===== src/gpp_params.svh =====
// constants for the eight-pin general-purpose port: offsets, reset values, field positions
// assumes it is included by bare name from the port and register design files
`ifndef GPP_PARAMS_SVH
`define GPP_PARAMS_SVH

// ============================================================
// register offsets (low sixteen address bits)
`define GPP_ADDR_W 16
`define GPP_OFS_PULLUP 16'hFFAD
`define GPP_OFS_DIR 16'hFFB1
`define GPP_OFS_DATA 16'hFFB3
`define GPP_OFS_CTRL 16'hFFB5

// ============================================================
// reset values and widths
`define GPP_PINS 8
`define GPP_RST_PULLUP 8'h00
`define GPP_RST_DIR 8'h00
`define GPP_RST_DATA 8'h00
`define GPP_RST_CTRL 8'h00
`define GPP_UNDEF_READ 8'h00

// ============================================================
// control register fields
`define GPP_CTRL_EXP_BIT 0
`define GPP_CTRL_UPPER_PINS_IO_SELECT_BIT 1
`define GPP_UPPER_LO 4
`define GPP_MODULE_LO 3
`define GPP_TOP_PIN 7

`endif


===== src/gpp_pkg.sv =====
// types shared by the port modules
// assumes the params header sits in the same folder
package gpp_pkg;
	typedef enum logic [1:0] {
		GPP_MODE_RSVD = 2'b00,
		GPP_MODE_1 = 2'b01,
		GPP_MODE_2 = 2'b10,
		GPP_MODE_3 = 2'b11
	} gpp_mode_t;

	typedef enum logic [1:0] {
		GPP_RUN = 2'b00,
		GPP_SW_STBY = 2'b01,
		GPP_HW_STBY = 2'b10
	} gpp_pwr_t;
endpackage : gpp_pkg


===== src/gpp_cfg_if.sv =====
// carries the register state from the register file to the pin mux
// assumes a single clock domain
`timescale 1ns/1ps
interface gpp_cfg_if;
	logic [7:0] dirBits;
	logic [7:0] dataBits;
	logic [7:0] pullBits;
	logic expansionEnable;
	logic upperPinsIoSelect;
	modport regs (output dirBits, output dataBits, output pullBits,
		output expansionEnable, output upperPinsIoSelect);
	modport mux (input dirBits, input dataBits, input pullBits,
		input expansionEnable, input upperPinsIoSelect);
endinterface : gpp_cfg_if


===== src/gpp_port.sv =====
// top of the eight-pin general-purpose port
// assumes cpu strobes synchronous to clk and pins sampled synchronously
`timescale 1ns/1ps
`include "gpp_params.svh"
module gpp_port (
	// clock and reset
	input wire logic clk,
	input wire logic srst,
	// system state
	input wire gpp_pkg::gpp_mode_t mode,
	input wire gpp_pkg::gpp_pwr_t pwr,
	// register port
	input wire logic [15:0] addr,
	input wire logic [7:0] wrData,
	input wire logic wrStb,
	input wire logic rdStb,
	output logic [7:0] rdData,
	// sources for pins
	input wire logic [7:0] addrOut,
	input wire logic [7:0] pwmOut,
	input wire logic [7:0] pwmEn,
	input wire logic [7:0] modOut,
	input wire logic [7:0] modEn,
	// pins
	input wire logic [7:0] pinIn,
	output logic [7:0] pinOut,
	output logic [7:0] pinOe,
	output logic [7:0] pullEn
);
	gpp_cfg_if cfg ();
	logic hwStandby;
	logic [7:0] pinOut_ff;
	logic [7:0] pinOe_ff;
	logic [7:0] pullEn_ff;
	logic [7:0] nxt_pinOut;
	logic [7:0] nxt_pinOe;
	logic [7:0] nxt_pullEn;
	logic nxt_addrSel;

	assign hwStandby = (pwr == gpp_pkg::GPP_HW_STBY);

	// ============================================================
	// registers
	gpp_regs gpp_regs_i (
		.clk(clk),
		.srst(srst),
		.hwStandby(hwStandby),
		.addr(addr),
		.wrData(wrData),
		.wrStb(wrStb),
		.rdStb(rdStb),
		.pinLevel(pinIn),
		.rdData(rdData),
		.cfg(cfg.regs)
	);

	// ============================================================
	// pin function
	gpp_pin_mux gpp_pin_mux_i (
		.mode(mode),
		.pwr(pwr),
		.addrOut(addrOut),
		.pwmOut(pwmOut),
		.pwmEn(pwmEn),
		.modOut(modOut),
		.modEn(modEn),
		.cfg(cfg.mux),
		.nxtPinOut(nxt_pinOut),
		.nxtPinOe(nxt_pinOe),
		.nxtPullEn(nxt_pullEn),
		.nxtAddrSel(nxt_addrSel)
	);

	// ============================================================
	// pin flops; in software standby the last driven levels are frozen
	always_ff @(posedge clk) begin
		if (srst) begin
			pinOut_ff <= 8'h00;
			pinOe_ff <= 8'h00;
			pullEn_ff <= 8'h00;
		end else if (pwr == gpp_pkg::GPP_SW_STBY) begin
			pinOut_ff <= pinOut_ff;
			pinOe_ff <= pinOe_ff;
			pullEn_ff <= pullEn_ff;
		end else begin
			pinOut_ff <= nxt_pinOut;
			pinOe_ff <= nxt_pinOe;
			pullEn_ff <= nxt_pullEn;
		end
	end

	assign pinOut = pinOut_ff;
	assign pinOe = pinOe_ff;
	assign pullEn = pullEn_ff;

	// ============================================================
	// checks
	mode1_drive_a: assert property (@(posedge clk) disable iff (srst)
		mode == gpp_pkg::GPP_MODE_1 && pwr == gpp_pkg::GPP_RUN
		|=> pinOe == 8'hFF && pinOut == $past(addrOut))
		else $error("mode one not driving address");
	addr_sel_a: assert property (@(posedge clk) disable iff (srst)
		mode == gpp_pkg::GPP_MODE_1 |-> nxt_addrSel)
		else $error("mode one not selecting address");
	mode1_float_a: assert property (@(posedge clk) disable iff (srst)
		mode == gpp_pkg::GPP_MODE_1 && hwStandby |=> pinOe == 8'h00)
		else $error("address pins not floated");
	sw_hold_a: assert property (@(posedge clk) disable iff (srst)
		pwr == gpp_pkg::GPP_SW_STBY |=> $stable(pinOut) && $stable(pinOe))
		else $error("pins moved in software standby");
	input_dir_a: assert property (@(posedge clk) disable iff (srst)
		mode == gpp_pkg::GPP_MODE_2 && pwr == gpp_pkg::GPP_RUN && cfg.dirBits[0] == 1'b0
		|=> pinOe[0] == 1'b0)
		else $error("input pin driven");
	gen_out_a: assert property (@(posedge clk) disable iff (srst)
		mode == gpp_pkg::GPP_MODE_3 && pwr == gpp_pkg::GPP_RUN && !cfg.expansionEnable
		&& cfg.dirBits[1] && !pwmEn[1] |=> pinOe[1] && pinOut[1] == $past(cfg.dataBits[1]))
		else $error("general output wrong");
	upper_pins_io_select_upper_a: assert property (@(posedge clk) disable iff (srst)
		mode == gpp_pkg::GPP_MODE_2 && pwr == gpp_pkg::GPP_RUN && cfg.expansionEnable
		&& cfg.upperPinsIoSelect && cfg.dirBits[5] && !pwmEn[5] && !modEn[5]
		|=> pinOut[5] == $past(cfg.dataBits[5]))
		else $error("upper pin not general output");
	pull_input_a: assert property (@(posedge clk) disable iff (srst)
		pullEn != 8'h00 |-> (pullEn & pinOe) == 8'h00)
		else $error("pull-up on driven pin");
	mod_out_a: assert property (@(posedge clk) disable iff (srst)
		mode == gpp_pkg::GPP_MODE_2 && pwr == gpp_pkg::GPP_RUN && modEn[7]
		|=> pinOe[7] && pinOut[7] == $past(modOut[7]))
		else $error("module output not routed");
endmodule : gpp_port


===== src/gpp_regs.sv =====
// register file of the port: pull-up, direction, data and control
// assumes one-cycle strobes from the cpu side, synchronous reset
`timescale 1ns/1ps
`include "gpp_params.svh"
module gpp_regs (
	// clock and reset
	input wire logic clk,
	input wire logic srst,
	input wire logic hwStandby,
	// cpu side
	input wire logic [15:0] addr,
	input wire logic [7:0] wrData,
	input wire logic wrStb,
	input wire logic rdStb,
	input wire logic [7:0] pinLevel,
	output logic [7:0] rdData,
	// configuration out
	gpp_cfg_if.regs cfg
);
	logic [7:0] dir_ff;
	logic [7:0] data_ff;
	logic [7:0] pull_ff;
	logic [7:0] ctrl_ff;
	logic [7:0] rd_ff;
	logic [7:0] nxt_rd;

	// ============================================================
	// decode
	function automatic logic hit(input logic [15:0] a, input logic [15:0] ofs);
		hit = (a == ofs);
	endfunction : hit

	// ============================================================
	// direction: cleared by reset and hardware standby, kept in software standby
	always_ff @(posedge clk) begin
		if (srst || hwStandby) begin
			dir_ff <= `GPP_RST_DIR;
		end else if (wrStb && hit(addr, `GPP_OFS_DIR)) begin
			dir_ff <= wrData;
		end
	end

	always_ff @(posedge clk) begin
		if (srst || hwStandby) begin
			data_ff <= `GPP_RST_DATA;
		end else if (wrStb && hit(addr, `GPP_OFS_DATA)) begin
			data_ff <= wrData;
		end
	end

	always_ff @(posedge clk) begin
		if (srst || hwStandby) begin
			pull_ff <= `GPP_RST_PULLUP;
		end else if (wrStb && hit(addr, `GPP_OFS_PULLUP)) begin
			pull_ff <= wrData;
		end
	end

	always_ff @(posedge clk) begin
		if (srst || hwStandby) begin
			ctrl_ff <= `GPP_RST_CTRL;
		end else if (wrStb && hit(addr, `GPP_OFS_CTRL)) begin
			ctrl_ff <= {6'h00, wrData[1:0]};
		end
	end

	// ============================================================
	// read path; direction reads a fixed value since the bits are write-only
	always_comb begin
		nxt_rd = 8'h00;
		if (hit(addr, `GPP_OFS_DIR)) begin
			nxt_rd = `GPP_UNDEF_READ;
		end else if (hit(addr, `GPP_OFS_DATA)) begin
			nxt_rd = (data_ff & dir_ff) | (pinLevel & ~dir_ff);
		end else if (hit(addr, `GPP_OFS_PULLUP)) begin
			nxt_rd = pull_ff;
		end else if (hit(addr, `GPP_OFS_CTRL)) begin
			nxt_rd = ctrl_ff;
		end
	end

	always_ff @(posedge clk) begin
		if (srst) begin
			rd_ff <= 8'h00;
		end else if (rdStb) begin
			rd_ff <= nxt_rd;
		end else begin
			rd_ff <= 8'h00;
		end
	end

	assign rdData = rd_ff;
	assign cfg.dirBits = dir_ff;
	assign cfg.dataBits = data_ff;
	assign cfg.pullBits = pull_ff;
	assign cfg.expansionEnable = ctrl_ff[`GPP_CTRL_EXP_BIT];
	assign cfg.upperPinsIoSelect = ctrl_ff[`GPP_CTRL_UPPER_PINS_IO_SELECT_BIT];

	// ============================================================
	// checks
	dir_hw_clear_a: assert property (@(posedge clk) disable iff (srst)
		hwStandby |=> dir_ff == 8'h00)
		else $error("direction not cleared in hardware standby");
	dir_write_a: assert property (@(posedge clk) disable iff (srst)
		wrStb && addr == 16'hFFB1 && !hwStandby |=> dir_ff == $past(wrData))
		else $error("direction write lost");
	pull_write_a: assert property (@(posedge clk) disable iff (srst)
		wrStb && addr == 16'hFFAD && !hwStandby |=> pull_ff == $past(wrData))
		else $error("pull-up write lost");
	dir_read_a: assert property (@(posedge clk) disable iff (srst)
		rdStb && addr == 16'hFFB1 |=> rdData == 8'h00)
		else $error("direction read leaks state");
	addr_match_a: assert property (@(posedge clk) disable iff (srst)
		wrStb && addr[7:0] == 8'hB1 && addr[15:8] != 8'hFF && !srst && !hwStandby
		|=> $stable(dir_ff))
		else $error("decoder ignored upper address bits");
endmodule : gpp_regs


===== src/gpp_pin_mux.sv =====
// per-pin function select: address, pwm, module output, general output or input
// assumes mode and standby states are steady levels from the system controller
`timescale 1ns/1ps
module gpp_pin_mux (
	// state
	input wire gpp_pkg::gpp_mode_t mode,
	input wire gpp_pkg::gpp_pwr_t pwr,
	// sources
	input wire logic [7:0] addrOut,
	input wire logic [7:0] pwmOut,
	input wire logic [7:0] pwmEn,
	input wire logic [7:0] modOut,
	input wire logic [7:0] modEn,
	gpp_cfg_if.mux cfg,
	// pin drive
	output logic [7:0] nxtPinOut,
	output logic [7:0] nxtPinOe,
	output logic [7:0] nxtPullEn,
	output logic nxtAddrSel
);
	integer i;
	always_comb begin
		nxtPinOut = 8'h00;
		nxtPinOe = 8'h00;
		nxtPullEn = 8'h00;
		nxtAddrSel = 1'b0;
		for (i = 0; i < 8; i = i + 1) begin
			case (mode)
				gpp_pkg::GPP_MODE_1: begin
					nxtAddrSel = 1'b1;
					nxtPinOut[i] = addrOut[i];
					nxtPinOe[i] = (pwr != gpp_pkg::GPP_HW_STBY);
				end
				gpp_pkg::GPP_MODE_2, gpp_pkg::GPP_MODE_3: begin
					if (cfg.dirBits[i]) begin
						nxtPinOe[i] = 1'b1;
						if (pwmEn[i]) begin
							nxtPinOut[i] = pwmOut[i];
						end else if (cfg.expansionEnable && !(cfg.upperPinsIoSelect && i >= 4)) begin
							nxtAddrSel = 1'b1;
							nxtPinOut[i] = addrOut[i];
						end else begin
							nxtPinOut[i] = cfg.dataBits[i];
						end
					end
					// module outputs on the upper five pins override the direction bit
					if (i >= 3 && modEn[i]) begin
						nxtPinOe[i] = 1'b1;
						nxtPinOut[i] = modOut[i];
					end
					if (pwr == gpp_pkg::GPP_HW_STBY) begin
						nxtPinOe[i] = 1'b0;
					end
					nxtPullEn[i] = cfg.pullBits[i] && !nxtPinOe[i];
				end
				default: begin
					nxtPinOe[i] = 1'b0;
				end
			endcase
		end
	end
endmodule : gpp_pin_mux


===== config.mk =====
export PLATFORM = sky130hd
export DESIGN_NAME = gpp_port
export DESIGN_NICKNAME = d
export VERILOG_FILES = /design/src/gpp_pkg.sv /design/src/gpp_cfg_if.sv /design/src/gpp_port.sv /design/src/gpp_regs.sv /design/src/gpp_pin_mux.sv
export VERILOG_INCLUDE_DIRS = /design/src
export SDC_FILE = /design/constraint.sdc
export NUM_CORES = 1
export LEC_CHECK = 0
export BUFFER_PORTS_ARGS = -buffer_cell sky130_fd_sc_hd__buf_4
export CAP_MARGIN = 10
export CORE_ASPECT_RATIO = 1.2
export CORE_MARGIN = 2
export CORE_UTILIZATION = 44
export CTS_CLUSTER_DIAMETER = 200
export DETAILED_ROUTE_END_ITERATION = 12
export HOLD_SLACK_MARGIN = 0.12
export PLACE_DENSITY = 0.76
export SLEW_MARGIN = 20
export SYNTH_ARGS = -nofsm -noshare
export SYNTH_HDL_FRONTEND = slang
export SYNTH_SLANG_ARGS = --single-unit

===== constraint.sdc =====
create_clock -name clk -period 1.4 [get_ports clk]
set_input_delay 0.35 -clock clk [delete_from_list [all_inputs] [get_ports clk]]
set_output_delay 0.35 -clock clk [all_outputs]
set_load 0.01 [all_outputs]

Word level (Yosys, flattened, before mapping)
Index checks and enable logic that the tools add are counted.
Storage, ports and cells
  bits in registers: 58
  bits of input ports: 80
  output and inout port bits: 32
  word-level logic and storage cells: 133
Operators by class
  reductions and logical operators: 25
  eq/ne operators: 10
  muxes and demuxes: 85
  bitwise gates (word level): 5
Operators with widths (count)
  $mux W1: 66
  $eq A16 B16 Y1 const B: 4
  $pmux W1 S2: 16
  $and A8 B8 Y8: 2
  $mux W8: 2
  $logic_and A1 B1 Y1: 13
  $logic_not A1 Y1: 9
  $not A8 Y8: 1
  $or A8 B8 Y8: 1
  $eq A2 B2 Y1 const B: 3
  $eq A2 B1 Y1 const B: 2
  $reduce_or A3 Y1: 1
  $mux W2: 1
  $ne A2 B2 Y1 const B: 1
  $reduce_or A2 Y1: 1
  $logic_or A1 B1 Y1: 1
  $not A1 Y1: 1

Depth between registers and ports, before layout
Gate-level depths: netlist of run 1.
  depth in word-level cells: 7
  mapped depth: 6

By module
From an unflattened synthesis of run 1, not the netlist that was laid out.
Second synthesis, totals
  cells, all modules: 388
  area total of the unflattened synthesis: 3382.0 um2
By module, submodules not included
  gpp_regs: seq. area each 680.7 um2, times used 1, area each 1585.3 um2, cells each 174
  gpp_port: seq. area each 480.5 um2, times used 1, area each 1189.9 um2, cells each 109
  gpp_pin_mux: seq. area each 0.0 um2, times used 1, area each 606.8 um2, cells each 105

Worst setup path before layout of run 1
No wires, ideal clock.
  path type: input to register
  from: input addr[6]
  to: register gpp_regs_i.pull_ff[0] (netlist: gpp_regs_i.cfg.pullBits[0])
  setup slack: 0.051 ns
  stages on the path: 5
  arrival: 1.277 ns
  buffers on the path: 1
  cells stage by stage: and4b_1 > and3_4 > and3_1 > buf_4 > mux2i_1
On the way
  cells in the longest elaborated chain, start to end: 2
Ends and longest elaborated chain
  start: declaration: line gpp_port.sv:13  | input wire logic [15:0] addr,
  $eq A16 B16 Y1: line gpp_regs.sv:30  | hit = (a == ofs);
  $logic_and A1 B1 Y1: line gpp_regs.sv:54  | end else if (wrStb && hit(addr, `GPP_OFS_PULLUP)) begin
  end signal: assignment: line gpp_regs.sv:53  | pull_ff <= `GPP_RST_PULLUP;
  end signal: assignment: line gpp_regs.sv:55  | pull_ff <= wrData;
  end: declaration: line gpp_regs.sv:22  | logic [7:0] pull_ff;
No other way between the ends.
A chain may end at the register's enable or synchronous reset.

Final worst setup path of run 1
  from: register gpp_regs_i.ctrl_ff[1]
  to: register pinOut_ff[6] (netlist: pinOut[6])
On the way
  cells in the longest elaborated chain, start to end: 7
Ends and longest elaborated chain
  start: declaration: line gpp_regs.sv:23  | logic [7:0] ctrl_ff;
  start signal: assignment: line gpp_regs.sv:61  | ctrl_ff <= `GPP_RST_CTRL;
  start signal: assignment: line gpp_regs.sv:63  | ctrl_ff <= {6'h00, wrData[1:0]};
  $logic_not A1 Y1: line gpp_pin_mux.sv:39  | end else if (cfg.expansionEnable && !(cfg.upperPinsIoSelect && i >= 4)) begin
  $logic_and A1 B1 Y1: line gpp_pin_mux.sv:39
  $mux W1: line gpp_pin_mux.sv:39
  $mux W1: line gpp_pin_mux.sv:37  | if (pwmEn[i]) begin
  $mux W1: line gpp_pin_mux.sv:35  | if (cfg.dirBits[i]) begin
  $mux W1: line gpp_pin_mux.sv:47  | if (i >= 3 && modEn[i]) begin
  $pmux W1 S2: line gpp_pin_mux.sv:28  | case (mode)
  end signal: assignment: line gpp_port.sv:82  | pinOut_ff <= pinOut_ff;
  end signal: assignment: line gpp_port.sv:86  | pinOut_ff <= nxt_pinOut;
  end: declaration: line gpp_port.sv:32  | logic [7:0] pinOut_ff;
No other way between the ends.

==> flow_summary.json, run 1 <==
{
  "routabilityCongestion": 0.8495,
  "seq_area_frac_synth_pct": 39.54,
  "worstPathMaxFanout": 4,
  "hpwl_um": 6400,
  "slew_violations": 0,
  "hold_buffers": 0,
  "drtIter0Drc": 166,
  "finClkSkew_ps": 8.311,
  "setup_viol_count_final": 0,
  "grt_pass1_vias": 2814,
  "vias_per_cell": 5.455,
  "switching_share_pct": 25.53,
  "worstSkewPairLatency_ps": 340,
  "vias": 2951,
  "outcome": "finished clean",
  "p_clk_share_pct": 40.5,
  "rows": 32,
  "rsz0062_at_grt": "no",
  "cts_buffers": 9,
  "track_usage_pct": 22.88,
  "intPower_uw": 2790,
  "firstDrtPassIters": 4,
  "remaining_drc_errors": 0,
  "initial_utilization_pct": 45.56,
  "gr-total-overflow": 0,
  "synthToLayoutAreaGrowth_pct": 40.90,
  "post_cts_resize_count": 0,
  "setup_ws_ps": 90.88,
  "timing.final.hold_violations": 0,
  "synth_top_flop_cell": "dfxtp_1",
  "ir_drop_v": 0.0005001,
  "syn_area_um2": 2937,
  "drive_gt1_share_pct": 37.50,
  "fin_crit_sh_pct": 93.51,
  "ios": 112,
  "ys_types": 47,
  "fin_setup_tns_ps": 0,
  "core_region_area_um2": 6446,
  "die-area_um2": 7346,
  "synth_edf_count": 0,
  "worst_pin_slew_ps": 380.5,
  "syn-mean-instance-area_um2": 8.872,
  "n_antenna_cell": 0,
  "clock_tree.root_cell": "clkbuf_8",
  "antenna_found_initial": 0,
  "max_freq_mhz": 763.9,
  "max_cap_viol_count": 0,
  "pre_cts_ws_ps": -158.4,
  "ys_ff_latch": 58,
  "post-cts-setup-buffers": 0,
  "cp.arrival_ps": 1530,
  "path_clk_slew_ps": 70,
  "synth_cells": 331,
  "p_comb_share_pct": 14.2,
  "final_nets": 531,
  "syn_nets": 411,
  "async_flop_share_pct": 0,
  "portBuffers": 105,
  "post_drt_wl_per_cell_um": 15.06,
  "clkSinkCount": 58,
  "die_h_um": 93.49,
  "htree_levels": 3,
  "dieWidth_um": 78.58,
  "ys_warn_count": 0,
  "drt_wl_total_um": 8150,
  "powerDensity_nw_per_um2": 905.3,
  "final_util_pct": 64.19,
  "postRouteAntennaNets": 0,
  "period_minus_slack_ps": 1309,
  "grt_max_degree": 38,
  "startpoint_type": "flop",
  "pwr-share-seq_pct": 45.3,
  "power.switching_uw": 956.2,
  "p_leak_uw": 0.001833,
  "max_slew_margin_pct": 74.64,
  "grt_pass1_wl_um": 13110,
  "clock_path_buffers": 2,
  "hp-class": "input port to flop",
  "endpoint_kind": "flop",
  "crit_type": "flop to flop",
  "cts_tree": "built",
  "cp_data_required_time_ps": 1620
}
## Yosys cell counts (all sizes together), types with 3 or more instances
master  count  area share (%)
and3        3            0.81
nor2       22             2.8
dfxtp      58              40
a21oi      30             5.5
mux2       13             5.1
nor3b       6             1.9
nand3      19             3.6
o21ai      13             2.2
mux2i      30              10
a211oi      3            0.77
inv         3            0.38
a221oi      5             1.5
clkbuf      6            0.77
nor2b       9             2.0
a32oi      11             3.3
nand2      53             6.8
a31oi       4            0.85
a211o       4             1.2
buf        14             2.9
o31ai       4             1.0
## flip-flops by register name (all words and copies together) (netlist names)
register	flops
gpp_regs_i.cfg.pullBits	8
gpp_regs_i.cfg.dataBits	8
gpp_regs_i.cfg.dirBits	8
pinOe	8
pullEn	8
pinOut	8
gpp_regs_i.ctrl_ff	2
gpp_regs_i.rdData	8
## kinds of logic (layout without fill, tap and decap cells)
logic type      after synthesis  in the layout  synth area share (%)
simple gates                127            127                 22.50
compound gates               79             79                 18.24
flops                        58             58                 39.54
mux                          43             43                 15.34
buf+inv                      23            148                 4.048
fa+ha+maj                     1              1                0.3409
## layout by cell type, fill, tap and decap left out, types with 4 or more instances in the layout
| cell | instances |
|---|---|
| a32oi_1 | 11 |
| mux2_2 | 12 |
| mux2i_1 | 30 |
| nor3b_1 | 5 |
| a211o_1 | 4 |
| clkbuf_8 | 9 |
| nand3_1 | 17 |
| nand2_1 | 53 |
| nor2b_1 | 8 |
| a21oi_1 | 29 |
| nor2_1 | 22 |
| o31ai_1 | 4 |
| a221oi_1 | 5 |
| buf_4 | 126 |
| a31oi_1 | 4 |
| o21ai_0 | 10 |
| dfxtp_1 | 57 |
## metrics by stage
step                power, uW  instance area (um^2)  instances  hold WS [ps]
floorplan                1966                  2937        331         445.6
global placement         2261                  3941        525         457.4
detailed placement       2269                  3941        525         470.6
CTS                      3769                  4136        541         240.7
global route             3883                  4138        541         253.2
finish                   3746                  4138        541         249.9
## per-layer routing
layer	GRT usage [%]	vias up	part of all wire (%)
met5	0	-	0
met4	12.43	0	3.0
met3	4.537	21	6.4
met2	38.60	106	50
met1	27.14	1376	41
li1	-	1448	-
## power by group through the flow
stage / Clock, uW / Combinational (uW) / Sequential (uW)
2_1_floorplan: 0 / 218 / 1750
3_3_place_gp: 0 / 527 / 1730
3_5_place_dp: 0 / 534 / 1730
4_1_cts: 1540 / 535 / 1700
5_1_grt: 1600 / 584 / 1700
6_report: 1520 / 533 / 1700
## worst max-delay path, cell delays in order, from the launching register on
cell and delay [ps]:
dfxtp_1 330, and2b_2 280, mux2_2 340, o21ai_0 150, a31oi_1 100
## path summary, 6_finish.rpt
path	from	end	slack, ps	cells after the start
max	gpp_regs_i.ctrl_ff[1]	pinOut[6]	90	4
min	srst	pullEn[5]	250	2
max reg2reg	gpp_regs_i.ctrl_ff[1]	pinOut[6]	90	4
min reg2reg	gpp_regs_i.cfg.dataBits[6]	gpp_regs_i.cfg.dataBits[6]	470	2
## final cells by class
type | instances | area [um^2]
Sequential cell | 58 | 1162
Tap cell | 85 | 106.4
Multi-Input combinational cell | 250 | 1657
Inverter | 3 | 11.26
Timing Repair Buffer | 129 | 1006
Clock buffer | 10 | 127.6
Clock inverter | 6 | 67.56
Fill cell | 540 | 2308
Note: power is estimated with default switching activity, not from simulation.
==> inputs of run 2 (changes only) <==
- CTS_CLUSTER_DIAMETER: 200 -> 50
- SETUP_SLACK_MARGIN: default -> 0.15
==> flow_summary.json, run 2 (same netlist as run 1, synthesis figures left out) <==
{
  "outcome": "finished clean",
  "gr-total-overflow": 0,
  "fin_setup_tns_ps": 0,
  "dieWidth_um": 78.58,
  "postRouteAntennaNets": 0,
  "vias_per_cell": 5.464,
  "die-area_um2": 7346,
  "portBuffers": 105,
  "max_cap_viol_count": 0,
  "cp.arrival_ps": 1510,
  "clock_tree.root_cell": "clkbuf_8",
  "worstSkewPairLatency_ps": 340,
  "rows": 32,
  "fillers": 534,
  "htree_levels": 3,
  "n_antenna_cell": 0,
  "grt_util_met3_pct": 4.633,
  "cts_buffers": 9,
  "grt_pass1_wl_um": 13970,
  "max_freq_mhz": 773.0,
  "endpoint_kind": "flop",
  "firstDrtPassIters": 4,
  "final-seq-area_um2": 1167,
  "hpwl_um": 6489,
  "grt_busiest_layer": "met2",
  "drive_gt1_share_pct": 39.96,
  "period_minus_slack_ps": 1294,
  "final_cells": 543,
  "slew_violations": 0,
  "met1_usage_pct": 29.36,
  "hp-class": "input port to flop",
  "track_usage_pct": 24.32,
  "ir_drop_v": 0.0005747,
  "antenna_found_initial": 0,
  "max_slew_margin_pct": 74.61,
  "cp_data_required_time_ps": 1620,
  "dp.cells": 525,
  "timing.final.hold_violations": 0,
  "worst_pin_slew_ps": 380.8,
  "core_region_area_um2": 6446,
  "remaining_drc_errors": 0,
  "final_cell_mix": "buf_4, dfxtp_1, nand2_1, mux2i_1, a21oi_1",
  "grt_max_degree": 38,
  "fin_crit_sh_pct": 92.41,
  "grt_pass1_vias": 2966,
  "synthToLayoutAreaGrowth_pct": 45.12,
  "powerDensity_nw_per_um2": 984.3,
  "vias": 2967,
  "placed_cell_area_um2": 3954,
  "ios": 112,
  "setup_viol_count_final": 0,
  "mostFrequentLayoutCell": "buf_4",
  "startpoint_type": "flop",
  "routabilityCongestion": 0.8801,
  "p_leak_uw": 0.001883,
  "multi_input_area_um2": 1725,
  "drtIter0Drc": 221,
  "design_area_um2": 4262,
  "cts_tree": "built",
  "worstPathMaxFanout": 4,
  "final_nets": 533,
  "clock_path_buffers": 2,
  "drt_wl_total_um": 8562,
  "hold_ws_ps": 281.0,
  "crit_type": "flop to flop",
  "post_drt_wl_per_cell_um": 15.77,
  "initial_utilization_pct": 45.56,
  "rsz0062_at_grt": "yes",
  "path_clk_slew_ps": 70,
  "clkSinkCount": 58,
  "grt.met2_usage_pct": 41.95,
  "die_h_um": 93.49,
  "finClkSkew_ps": 5.911,
  "hold_buffers": 0
}
[run 2: cell types whose count changed in the layout (fill, tap and decap cells not counted), moves of 2 or more]
cell	delta
bufinv_16	+2
o21ai_1	-2
dfxtp_1	-2
o21ai_0	-2
clkinv_4	-2
buf_12	-2
buf_4	+3
mux2_2	-4
clkinvlp_4	-2
o21ai_2	+4
mux2_4	+4
clkbuf_8	+2
[run 2: per-stage QoR]
step	utilization, %	worst slack, ps	power (uW)
after floorplan	-	77.46	1971
after global placement	61.34	-68.82	2267
after detailed placement	61.34	-90.38	2280
after CTS	65.86	112.6	4196
after global routing	66.11	61.83	4331
final	66.11	106.3	4195
[run 2: what timing repair did]
item | in CTS | in global routing
buffers inserted | 1 | 1
pin swaps | 2 | 5
hold endpoints to repair | 0 | 0
gates resized for setup | 10 | 5
endpoints found under the setup margin | 5 | 9
[run 2: path summary, 6_finish.rpt]
kind / endpoint / slack (ps) / start / cells after the start
worst min register to register: gpp_regs_i.cfg.dataBits[6] / 480 / gpp_regs_i.cfg.dataBits[6] / 2
worst max register to register: pinOut[6] / 110 / gpp_regs_i.ctrl_ff[1] / 4
worst max-delay path: pinOut[6] / 110 / gpp_regs_i.ctrl_ff[1] / 4
worst min-delay path: pinOut[4] / 280 / modOut[4] / 3
[run 2: layer usage]
layer  share of wire (%)  wire length (um)
met3                 5.9               504
met2                  52              4433
met4                 2.0               170
met5                   0                 0
met1                  40              3455
[run 2: critical path: stages (launching register included)]
cell and delay, ps:
dfxtp_2 320, and2b_4 290, mux2_4 320, o21ai_2 140
a31oi_1 100
[run 2: area by class of cell]
cell class | count | area share, %
tap | 85 | 2.496
sequential | 58 | 27.39
timing repair buffer | 131 | 23.46
multi-input combinational | 250 | 40.49
clock buffer | 11 | 3.553
inverter | 3 | 0.2642
clock inverter | 5 | 2.349
[run 2: power by group]
group / leakage (uW) / switching, uW / internal, uW / total (uW)
Sequential: 0.000472 / 17.5 / 1680 / 1700
Clock: 0.000129 / 675 / 1270 / 1950
Combinational: 0.00128 / 262 / 288 / 550
